$ cat src/hw/csh_pkg.sv
package csh_pkg;
    localparam int SYS_HZ = 20000000;
    localparam int SCLK_MAX_HZ = 3000000;
    // slower than the limit: both ends add three sync flops to each pin
    localparam int SCLK_HZ = 1000000;
    localparam int SCLK_HALF_CYC = SYS_HZ / (2 * SCLK_HZ);
    localparam int UPDATE_HZ = 50;
    localparam int CONV_CYC = SYS_HZ / UPDATE_HZ;
    localparam int READY_LEAD_CYC = 20;
    localparam int RESET_ONES = 32;
    localparam int COMM_BITS = 8;

    localparam int COMM_WEN_BIT = 7;
    localparam int COMM_RW_BIT = 3;
    localparam int COMM_STBY_BIT = 2;
    localparam int SETUP_FSYNC_BIT = 0;
    localparam int CLOCK_HALVE_BIT = 3;

    localparam logic [2:0] RS_COMM = 3'h0;
    localparam logic [2:0] RS_SETUP = 3'h1;
    localparam logic [2:0] RS_CLOCK = 3'h2;
    localparam logic [2:0] RS_DATA = 3'h3;
    localparam logic [2:0] RS_TEST = 3'h4;
    localparam logic [2:0] RS_ZERO = 3'h6;
    localparam logic [2:0] RS_FULL = 3'h7;

    localparam logic [7:0] COMM_RST = 8'h00;
    localparam logic [7:0] SETUP_RST = 8'h01;
    localparam logic [7:0] CLOCK_RST = 8'h05;
    localparam logic [7:0] TEST_RST = 8'h00;
    localparam logic [23:0] ZERO_RST = 24'h1f4000;
    localparam logic [23:0] FULL_RST = 24'h5761ab;

    localparam logic [7:0] CMD_TO_CLOCK = 8'h20;
    localparam logic [7:0] CLOCK_WORD = 8'h0c;
    localparam logic [7:0] CMD_TO_SETUP = 8'h10;
    localparam logic [7:0] SETUP_WORD = 8'h40;
    localparam logic [7:0] CMD_READ_DATA = 8'h38;

    localparam logic [4:0] HR_CTRL = 5'h00;
    localparam logic [4:0] HR_COUNT = 5'h04;
    localparam logic [4:0] HR_STATUS = 5'h08;
    localparam logic [4:0] HR_DATA = 5'h0c;
    localparam logic [4:0] HR_IRQ = 5'h10;
    localparam logic [4:0] HR_MASK = 5'h14;
    localparam int CTRL_START = 0;
    localparam int CTRL_RESET = 1;

    typedef enum logic [2:0] {D_CMD = 3'b001, D_WR = 3'b010, D_RD = 3'b100} csh_dst_t;
    typedef enum logic [2:0] {H_IDLE = 3'b001, H_SHIFT = 3'b010, H_WAIT = 3'b100} csh_hst_t;

    function automatic logic [5:0] csh_reg_len(input logic [2:0] rs);
        case (rs)
            RS_DATA: csh_reg_len = 6'h10;
            RS_ZERO, RS_FULL: csh_reg_len = 6'h18;
            default: csh_reg_len = 6'h08;
        endcase
    endfunction
endpackage

$ cat src/hw/csh_if.sv
interface csh_if;
    logic sclk;
    logic din;
    logic cs_n;
    logic dout;
    logic dout_oe;
    logic result_ready_n;
    // undriven output line is pulled up
    wire miso = dout_oe ? dout : 1'b1;

    modport dev (
        input sclk,
        input din,
        input cs_n,
        output dout,
        output dout_oe,
        output result_ready_n
    );
    modport host (
        output sclk,
        output din,
        output cs_n,
        input miso,
        input result_ready_n
    );
endinterface

$ cat src/hw/csh_dev.sv
module csh_dev #(
    parameter int CONV_CYC = csh_pkg::CONV_CYC,
    parameter int LEAD_CYC = csh_pkg::READY_LEAD_CYC
) (
    input logic sys_clk,
    input logic rst,
    csh_if.dev link,
    input logic [15:0] conv_word,
    output logic conv_take,
    output logic cal_start,
    output logic [7:0] setup_q,
    output logic [7:0] clock_q,
    output logic [1:0] chan_q
);
    localparam int CW = $clog2(CONV_CYC);

    // pin order {sclk, din, cs_n}
    logic [2:0] s0_r;
    logic [2:0] s1_r;
    logic [2:0] s2_r;
    logic [2:0] pin_r;
    csh_pkg::csh_dst_t st_r;
    logic [23:0] sh_r;
    logic [5:0] cnt_r;
    logic [5:0] len_r;
    logic [2:0] rs_r;
    logic [5:0] ones_r;
    logic [7:0] comm_r;
    logic [7:0] setup_r;
    logic [7:0] clock_r;
    logic [7:0] test_r;
    logic [23:0] zero_r;
    logic [23:0] full_r;
    logic [15:0] data_r;
    logic dout_r;
    logic oe_r;
    logic rdy_n_r;
    logic [CW-1:0] conv_r;
    logic take_r;
    logic cal_r;

    wire [2:0] pins = {link.sclk, link.din, link.cs_n};
    wire [2:0] agree = ~(s1_r ^ s2_r);
    wire [2:0] pin_nxt = (agree & s2_r) | (~agree & pin_r);
    wire sel = ~pin_nxt[0];
    wire rise = sel & pin_nxt[2] & ~pin_r[2];
    wire fall = sel & ~pin_nxt[2] & pin_r[2];
    wire bit_in = pin_nxt[1];

    wire last = (cnt_r == (len_r - 6'h01));
    wire [23:0] shifted = {sh_r[22:0], bit_in};
    wire [7:0] cmd_byte = shifted[7:0];
    wire [2:0] cmd_rs = cmd_byte[6:4];
    wire cmd_read = cmd_byte[csh_pkg::COMM_RW_BIT];
    wire [5:0] cmd_len = csh_pkg::csh_reg_len(cmd_rs);
    wire cmd_done = (st_r == csh_pkg::D_CMD) & (cnt_r == 6'(csh_pkg::COMM_BITS - 1));
    // a command byte starts only with a zero, so idle ones are skipped
    wire wen_skip = (st_r == csh_pkg::D_CMD) & (cnt_r == 6'h00) & bit_in;
    wire reading = (st_r == csh_pkg::D_RD);
    wire ones_hit = bit_in & ~reading & (ones_r == 6'(csh_pkg::RESET_ONES - 1));
    wire [5:0] shamt = 6'h18 - cmd_len;
    wire [23:0] comm_rd = {16'h0000, rdy_n_r, comm_r[6:0]};
    wire [23:0] rd_word =
        (cmd_rs == csh_pkg::RS_COMM) ? comm_rd :
        (cmd_rs == csh_pkg::RS_SETUP) ? {16'h0000, setup_r} :
        (cmd_rs == csh_pkg::RS_CLOCK) ? {16'h0000, clock_r} :
        (cmd_rs == csh_pkg::RS_DATA) ? {8'h00, data_r} :
        (cmd_rs == csh_pkg::RS_TEST) ? {16'h0000, test_r} :
        (cmd_rs == csh_pkg::RS_ZERO) ? zero_r :
        (cmd_rs == csh_pkg::RS_FULL) ? full_r : 24'h000000;
    wire [23:0] rd_align = rd_word << shamt;

    wire wr_commit = rise & ~ones_hit & (st_r == csh_pkg::D_WR) & last;
    wire setup_wr = wr_commit & (rs_r == csh_pkg::RS_SETUP);
    // any non-zero mode field starts a calibration cycle
    wire cal_go = setup_wr & (shifted[7:6] != 2'h0);
    wire read_done = rise & reading & last & (rs_r == csh_pkg::RS_DATA);
    wire run = ~setup_r[csh_pkg::SETUP_FSYNC_BIT] & ~comm_r[csh_pkg::COMM_STBY_BIT];
    wire upd = run & (conv_r == CW'(CONV_CYC - 1));
    wire lead = run & (conv_r == CW'(CONV_CYC - 1 - LEAD_CYC));

    always_ff @(posedge sys_clk) begin
        if (rst) begin
            s0_r <= 3'h7;
            s1_r <= 3'h7;
            s2_r <= 3'h7;
            pin_r <= 3'h7;
        end else begin
            s0_r <= pins;
            s1_r <= s0_r;
            s2_r <= s1_r;
            pin_r <= pin_nxt;
        end
    end

    always_ff @(posedge sys_clk) begin
        if (rst) begin
            ones_r <= 6'h00;
        end else if (rise) begin
            // read phases do not count, the input is not looked at then
            ones_r <= (bit_in & ~reading & ~ones_hit) ? ones_r + 6'h01 : 6'h00;
        end
    end

    always_ff @(posedge sys_clk) begin
        if (rst) begin
            st_r <= csh_pkg::D_CMD;
            sh_r <= 24'h000000;
            cnt_r <= 6'h00;
            len_r <= 6'(csh_pkg::COMM_BITS);
            rs_r <= csh_pkg::RS_COMM;
            comm_r <= csh_pkg::COMM_RST;
        end else if (rise) begin
            if (ones_hit) begin
                st_r <= csh_pkg::D_CMD;
                cnt_r <= 6'h00;
            end else begin
                unique case (st_r)
                    csh_pkg::D_CMD: begin
                        if (cmd_done) begin
                            comm_r <= cmd_byte;
                            rs_r <= cmd_rs;
                            len_r <= cmd_len;
                            cnt_r <= 6'h00;
                            sh_r <= rd_align;
                            // next edge already belongs to the target access
                            if (cmd_read) begin
                                st_r <= csh_pkg::D_RD;
                            end else if (cmd_rs != csh_pkg::RS_COMM) begin
                                st_r <= csh_pkg::D_WR;
                            end
                        end else if (!wen_skip) begin
                            sh_r <= shifted;
                            cnt_r <= cnt_r + 6'h01;
                        end
                    end
                    csh_pkg::D_WR: begin
                        sh_r <= shifted;
                        cnt_r <= last ? 6'h00 : cnt_r + 6'h01;
                        if (last) begin
                            st_r <= csh_pkg::D_CMD;
                        end
                    end
                    csh_pkg::D_RD: begin
                        sh_r <= {sh_r[22:0], 1'b0};
                        cnt_r <= last ? 6'h00 : cnt_r + 6'h01;
                        if (last) begin
                            st_r <= csh_pkg::D_CMD;
                        end
                    end
                endcase
            end
        end
    end

    always_ff @(posedge sys_clk) begin
        if (rst) begin
            setup_r <= csh_pkg::SETUP_RST;
            clock_r <= csh_pkg::CLOCK_RST;
            test_r <= csh_pkg::TEST_RST;
            zero_r <= csh_pkg::ZERO_RST;
            full_r <= csh_pkg::FULL_RST;
        end else if (wr_commit) begin
            unique case (rs_r)
                csh_pkg::RS_SETUP: setup_r <= shifted[7:0];
                csh_pkg::RS_CLOCK: clock_r <= shifted[7:0];
                csh_pkg::RS_TEST: test_r <= shifted[7:0];
                csh_pkg::RS_ZERO: zero_r <= shifted;
                csh_pkg::RS_FULL: full_r <= shifted;
                default: ; // data and unused selects are read only
            endcase
        end
    end

    // the filter model is only a period counter; the halving bit and
    // rate field are exported, the period itself is a parameter
    always_ff @(posedge sys_clk) begin
        if (rst || cal_go || !run) begin
            conv_r <= '0;
        end else begin
            conv_r <= upd ? '0 : conv_r + CW'(1);
        end
    end

    always_ff @(posedge sys_clk) begin
        if (rst) begin
            rdy_n_r <= 1'b1;
            data_r <= 16'h0000;
        end else if (upd) begin
            // a fresh result wins over a read completing in the same cycle
            rdy_n_r <= 1'b0;
            data_r <= conv_word;
        end else if (lead || read_done || cal_go) begin
            rdy_n_r <= 1'b1;
        end
    end

    always_ff @(posedge sys_clk) begin
        if (rst) begin
            dout_r <= 1'b1;
            oe_r <= 1'b0;
            take_r <= 1'b0;
            cal_r <= 1'b0;
        end else begin
            if (fall && reading) begin
                dout_r <= sh_r[23];
            end
            oe_r <= reading & ~pin_r[0];
            take_r <= upd;
            cal_r <= cal_go;
        end
    end

    assign link.dout = dout_r;
    assign link.dout_oe = oe_r;
    assign link.result_ready_n = rdy_n_r;
    assign conv_take = take_r;
    assign cal_start = cal_r;
    assign setup_q = setup_r;
    assign clock_q = clock_r;
    assign chan_q = comm_r[1:0];
endmodule

$ cat src/flat_wrapper.sv
// flat-port wrapper written by rule: the top's interface ports become plain ports
module csh_dev_flat 
#(
    parameter int CONV_CYC = csh_pkg::CONV_CYC,
    parameter int LEAD_CYC = csh_pkg::READY_LEAD_CYC
)
  (sys_clk, rst, conv_word, conv_take, cal_start, setup_q, clock_q, chan_q, link_sclk, link_din, link_cs_n, link_dout, link_dout_oe, link_result_ready_n);
  csh_if link_i ();
  input logic sys_clk;
  input logic rst;
  input logic [15:0] conv_word;
  output logic conv_take;
  output logic cal_start;
  output logic [7:0] setup_q;
  output logic [7:0] clock_q;
  output logic [1:0] chan_q;
  input wire logic [$bits(link_i.sclk)-1:0] link_sclk;
  input wire logic [$bits(link_i.din)-1:0] link_din;
  input wire logic [$bits(link_i.cs_n)-1:0] link_cs_n;
  output wire logic [$bits(link_i.dout)-1:0] link_dout;
  output wire logic [$bits(link_i.dout_oe)-1:0] link_dout_oe;
  output wire logic [$bits(link_i.result_ready_n)-1:0] link_result_ready_n;
  assign link_i.sclk = link_sclk;
  assign link_i.din = link_din;
  assign link_i.cs_n = link_cs_n;
  assign link_dout = link_i.dout;
  assign link_dout_oe = link_i.dout_oe;
  assign link_result_ready_n = link_i.result_ready_n;
  csh_dev #(.CONV_CYC(CONV_CYC), .LEAD_CYC(LEAD_CYC)) u_core (.sys_clk(sys_clk), .rst(rst), .link(link_i), .conv_word(conv_word), .conv_take(conv_take), .cal_start(cal_start), .setup_q(setup_q), .clock_q(clock_q), .chan_q(chan_q));
endmodule
$ cat config.mk
export PLATFORM = sky130hd
export DESIGN_NAME = csh_dev_flat
export DESIGN_NICKNAME = d
export VERILOG_FILES = /design/src/hw/csh_pkg.sv /design/src/hw/csh_if.sv /design/src/hw/csh_dev.sv /design/src/flat_wrapper.sv
export SDC_FILE = /design/constraint.sdc
export NUM_CORES = 1
export LEC_CHECK = 0
export ABC_CLOCK_PERIOD_IN_PS = 2800
export BUFFER_PORTS_ARGS = -buffer_cell sky130_fd_sc_hd__buf_2
export CAP_MARGIN = 0
export CELL_PAD_IN_SITES_DETAIL_PLACEMENT = 0
export CELL_PAD_IN_SITES_GLOBAL_PLACEMENT = 1
export CORE_MARGIN = 2
export CORE_UTILIZATION = 48
export CTS_BUF_LIST = sky130_fd_sc_hd__clkbuf_2
export CTS_CLUSTER_SIZE = 25
export DETAILED_ROUTE_END_ITERATION = 12
export HOLD_SLACK_MARGIN = 0.12
export PLACE_DENSITY_LB_ADDON = 0.1
export SYNTH_ARGS = -nofsm -noshare
export SYNTH_HDL_FRONTEND = slang
export SYNTH_SLANG_ARGS = --single-unit
$ cat constraint.sdc
create_clock -name sys_clk -period 2.8 [get_ports sys_clk]
set_input_delay 0.14 -clock sys_clk [delete_from_list [all_inputs] [get_ports sys_clk]]
set_output_delay 0.14 -clock sys_clk [all_outputs]
set_load 0.01 [all_outputs]
==> results.md <==
* Status: finished, final reports clean
* Ys Warns at 0
* Layout cells sized above 1 at 0.140
* Register Area at 3450 um^2
* Setup TNS at 0 ps
* Seq cells post-synth at 172
* I/O pins at 44
* WL met2 at 11.8 mm
* Final min period at 2510 ps
* Setup Crit Path Kind: flip-flop to flip-flop
* Final Skew at 27.9 ps
* Max-slew violation count at 0
* Worst R2R End: u_core.sh_r[16]$_SDFFE_PP0P_
* First-iteration detailed-routing DRC count at 751
* Reg clk slew, reported paths at 260 ps
* R2R Setup Slk at 290 ps
* Multi-input logic area at 4420 um^2
* Worst Setup Start Kind: flip-flop
* Final hold vios at 0
* Number of synthesized flops with an enable pin at 0
* Synth area leaders: dfxtp_1, mux2i_1, a21oi_1
* Finished Layout Cells at 1240
* Top cell types by occurrence after synthesis: dfxtp_1, a21oi_1, clkbuf_1
* Crit path required time at 3440 ps
* Post-DP Area at 8660 um^2
* Routed met1 length at 11.0 mm
* Die Span Y at 135 um
* CTS root buf: clkbuf_2
* Vias at 7748
* Post-Route Utilization at 0.545
* Die X-Extent at 135 um
* Register area share after synthesis at 0.416
* Crit-path max cell delay at 770 ps
* Ys flop type: dfxtp_1
* Critical path's slowest cell: o21ai_0
* Maximum buffer depth of the clock tree at 2
* GRT Overall Usage at 0.279
* Final Cell Area at 9300 um^2
* Cell taking the most area after synthesis: dfxtp_1
* Syn_area_per_cell at 8.55 um^2
* Syn nets at 995
* Slew headroom at 0.342
* Cell total after placement at 1173
* First-pass GRT wire length at 40.0 mm
* Count leader, synth: dfxtp_1
* Die footprint at 18300 um^2
* Hold crit path type: primary input to flip-flop
* Site Rows at 48
* Diodes inserted at 0
* Clk sinks at 172
* PortBufs at 43
* Vias in the first global route at 7288
* Distinct cells, synth at 58
* Fillers at 1621
* RSZ-0062 raised after global routing: false
* Total wire length at 25.3 mm
* Worst Hold End: u_core.data_r[0]$_SDFFE_PP0P_
* Area growth syn-to-layout at 12.2%
* Synth async-reset ratio at 0
* Vias per inst at 6.25
* Worst Tran Pin Value at 977 ps
* Worst Path Arrival at 3150 ps
* Mapped Area at 8290 um^2
* Core area at 17100 um^2
* Yosys top cell area share at 0.416
* Initial antenna violation count at 0
* Grt ovf at 0
* Fmax achieved at 398 MHz
* GP Congestion at 0.880
* CTS buffer count at 17
* Nets at 1028
* Hold path cells at 4
* Reg2reg start: u_core.sh_r[5]$_SDFFE_PP0P_
* Largest net degree at the start of global routing at 53
* Pre-Repair DR Iteration Count at 5
* H-Tree Depth at 4
* Worst skew pair latency at 740 ps
* Crit. End Element: flip-flop
* Hold Startpoint: conv_word[0]
* Top Metal Used: met4
* Initial Util at 0.486
* DR WL met3 at 1.60 mm
* Cells after synthesis at 969
* # DRC at 0
* CP cell instances: buf_4 > o21ai_0 > o221ai_1 > a221oi_1 > nor2_1
* CTS tree: built
* Worst-path fanout max at 22
* Remaining antenna violation count at 0
* Maximum vdd drop at 295 uV
* Final setup fails at 0
* Max Cap Viol at 0
* Pleak at 3.13 nW
* Power Density at 440 nW/um^2
* Post-DP HPWL at 16.5 mm
* Final worst path period share at 0.897
* R2R cell count at 5
* Post-CTS setup buffers at 0
* DR WL/cell at 20.4 um
-- metrics by stage --
stage	power, W	hold WS, ps	setup WS (ps)
2_1_floorplan	0.00256	244	526
3_3_place_gp	0.00258	322	449
3_5_place_dp	0.00259	330	434
4_1_cts	0.00412	124	391
5_1_grt	0.00423	126	216
6_report	0.00409	172	289
-- layout by cell type, fill, tap and decap left out, types with 7 or more instances in the layout --
master,n
a22oi_1,7
nand4_1,57
dlygate4sd3_1,35
nor2_1,51
nand2_1,55
a21oi_1,88
a21o_1,9
inv_1,10
nand3b_1,14
buf_4,32
o21ai_0,63
xor2_1,13
o31ai_1,30
nand3_1,58
mux2_2,9
buf_2,42
clkbuf_2,19
mux2i_1,55
and3_1,12
or3_1,7
or2_2,11
nor3_1,32
o22ai_1,7
xnor2_1,16
dfxtp_1,170
-- power by group --
group	internal, W	leakage [nW]	switching (W)
Sequential	0.00246	1.39	0.00000489
Clock	0.000601	0.158	0.000907
Combinational	0.0000566	1.58	0.0000560
Total	0.00312	3.13	0.000968
-- per-layer routing --
layer  vias to the layer above  GRT usage
li1                       3629          -
met1                      3763      0.370
met2                       303      0.443
met3                        53     0.0483
met4                         0      0.131
met5                         -          0
-- cell type report --
class | count | share of cell area
clock inverters | 13 | 0.0205
multi-input cells | 690 | 0.476
clock buffers | 19 | 0.0102
inverters | 11 | 0.00444
flip-flops and latches | 172 | 0.371
well taps | 225 | 0.0303
repair buffers | 110 | 0.0883
-- sequential cells by signal, indices dropped and copies added, names as in the netlist, 2 cells and up --
register        flops
u_core.st_r         3
u_core.test_r       8
u_core.conv_r      19
u_core.full_r      24
u_core.s2_r         3
u_core.clock_q      8
u_core.s1_r         3
u_core.setup_q      8
u_core.cnt_r        6
u_core.s0_r         3
u_core.ones_r       6
u_core.comm_r       7
u_core.sh_r        24
u_core.pin_r        3
u_core.data_r      16
u_core.zero_r      24
u_core.len_r        2
-- worst max path at each step --
| stage | startpoint | end | slack [ps] | cells past startpoint |
|---|---|---|---|---|
| floorplan | u_core.len_r[3]$_SDFFE_PP1P_ | u_core.conv_r[11]$_SDFF_PP0_ | 530 | 8 |
| global placement | u_core.st_r[1]$_SDFFE_PP0P_ | u_core.sh_r[9]$_SDFFE_PP0P_ | 450 | 5 |
| detailed placement | u_core.st_r[1]$_SDFFE_PP0P_ | u_core.sh_r[9]$_SDFFE_PP0P_ | 430 | 5 |
| CTS | u_core.st_r[1]$_SDFFE_PP0P_ | u_core.sh_r[9]$_SDFFE_PP0P_ | 390 | 5 |
| global route | u_core.st_r[2]$_SDFFE_PP0P_ | u_core.test_r[5]$_SDFFE_PP0P_ | 220 | 6 |
| finish | u_core.sh_r[5]$_SDFFE_PP0P_ | u_core.sh_r[16]$_SDFFE_PP0P_ | 290 | 5 |
-- worst max-delay path: cells and delay by family, from the launching register on --
family	cells	cell delay (ps)
flip-flops	1	500
AND/OR/NAND/NOR	1	80
buffers and inverters	1	250
AO/OA/AOI/OAI	3	1580
-- logic make-up after synthesis --
kind of cell               after synthesis  synth area share
DFF                                    172             0.416
AOI/OAI and AO/OA                      244             0.179
and+or+nand+nor                        343             0.225
xor gates and xnor gates                29            0.0307
muxes                                   67            0.0868
buffers and inverters                  107            0.0538
adders and majority gates                7           0.00997
-- repair_timing --
action / in CTS / in global routing
resized for setup: 0 / 0
endpoints found under the setup margin: 0 / 0
hold buffers: 35 / 0
hold endpoints to repair: 72 / 0
Power figures use the tool's default switching activity.
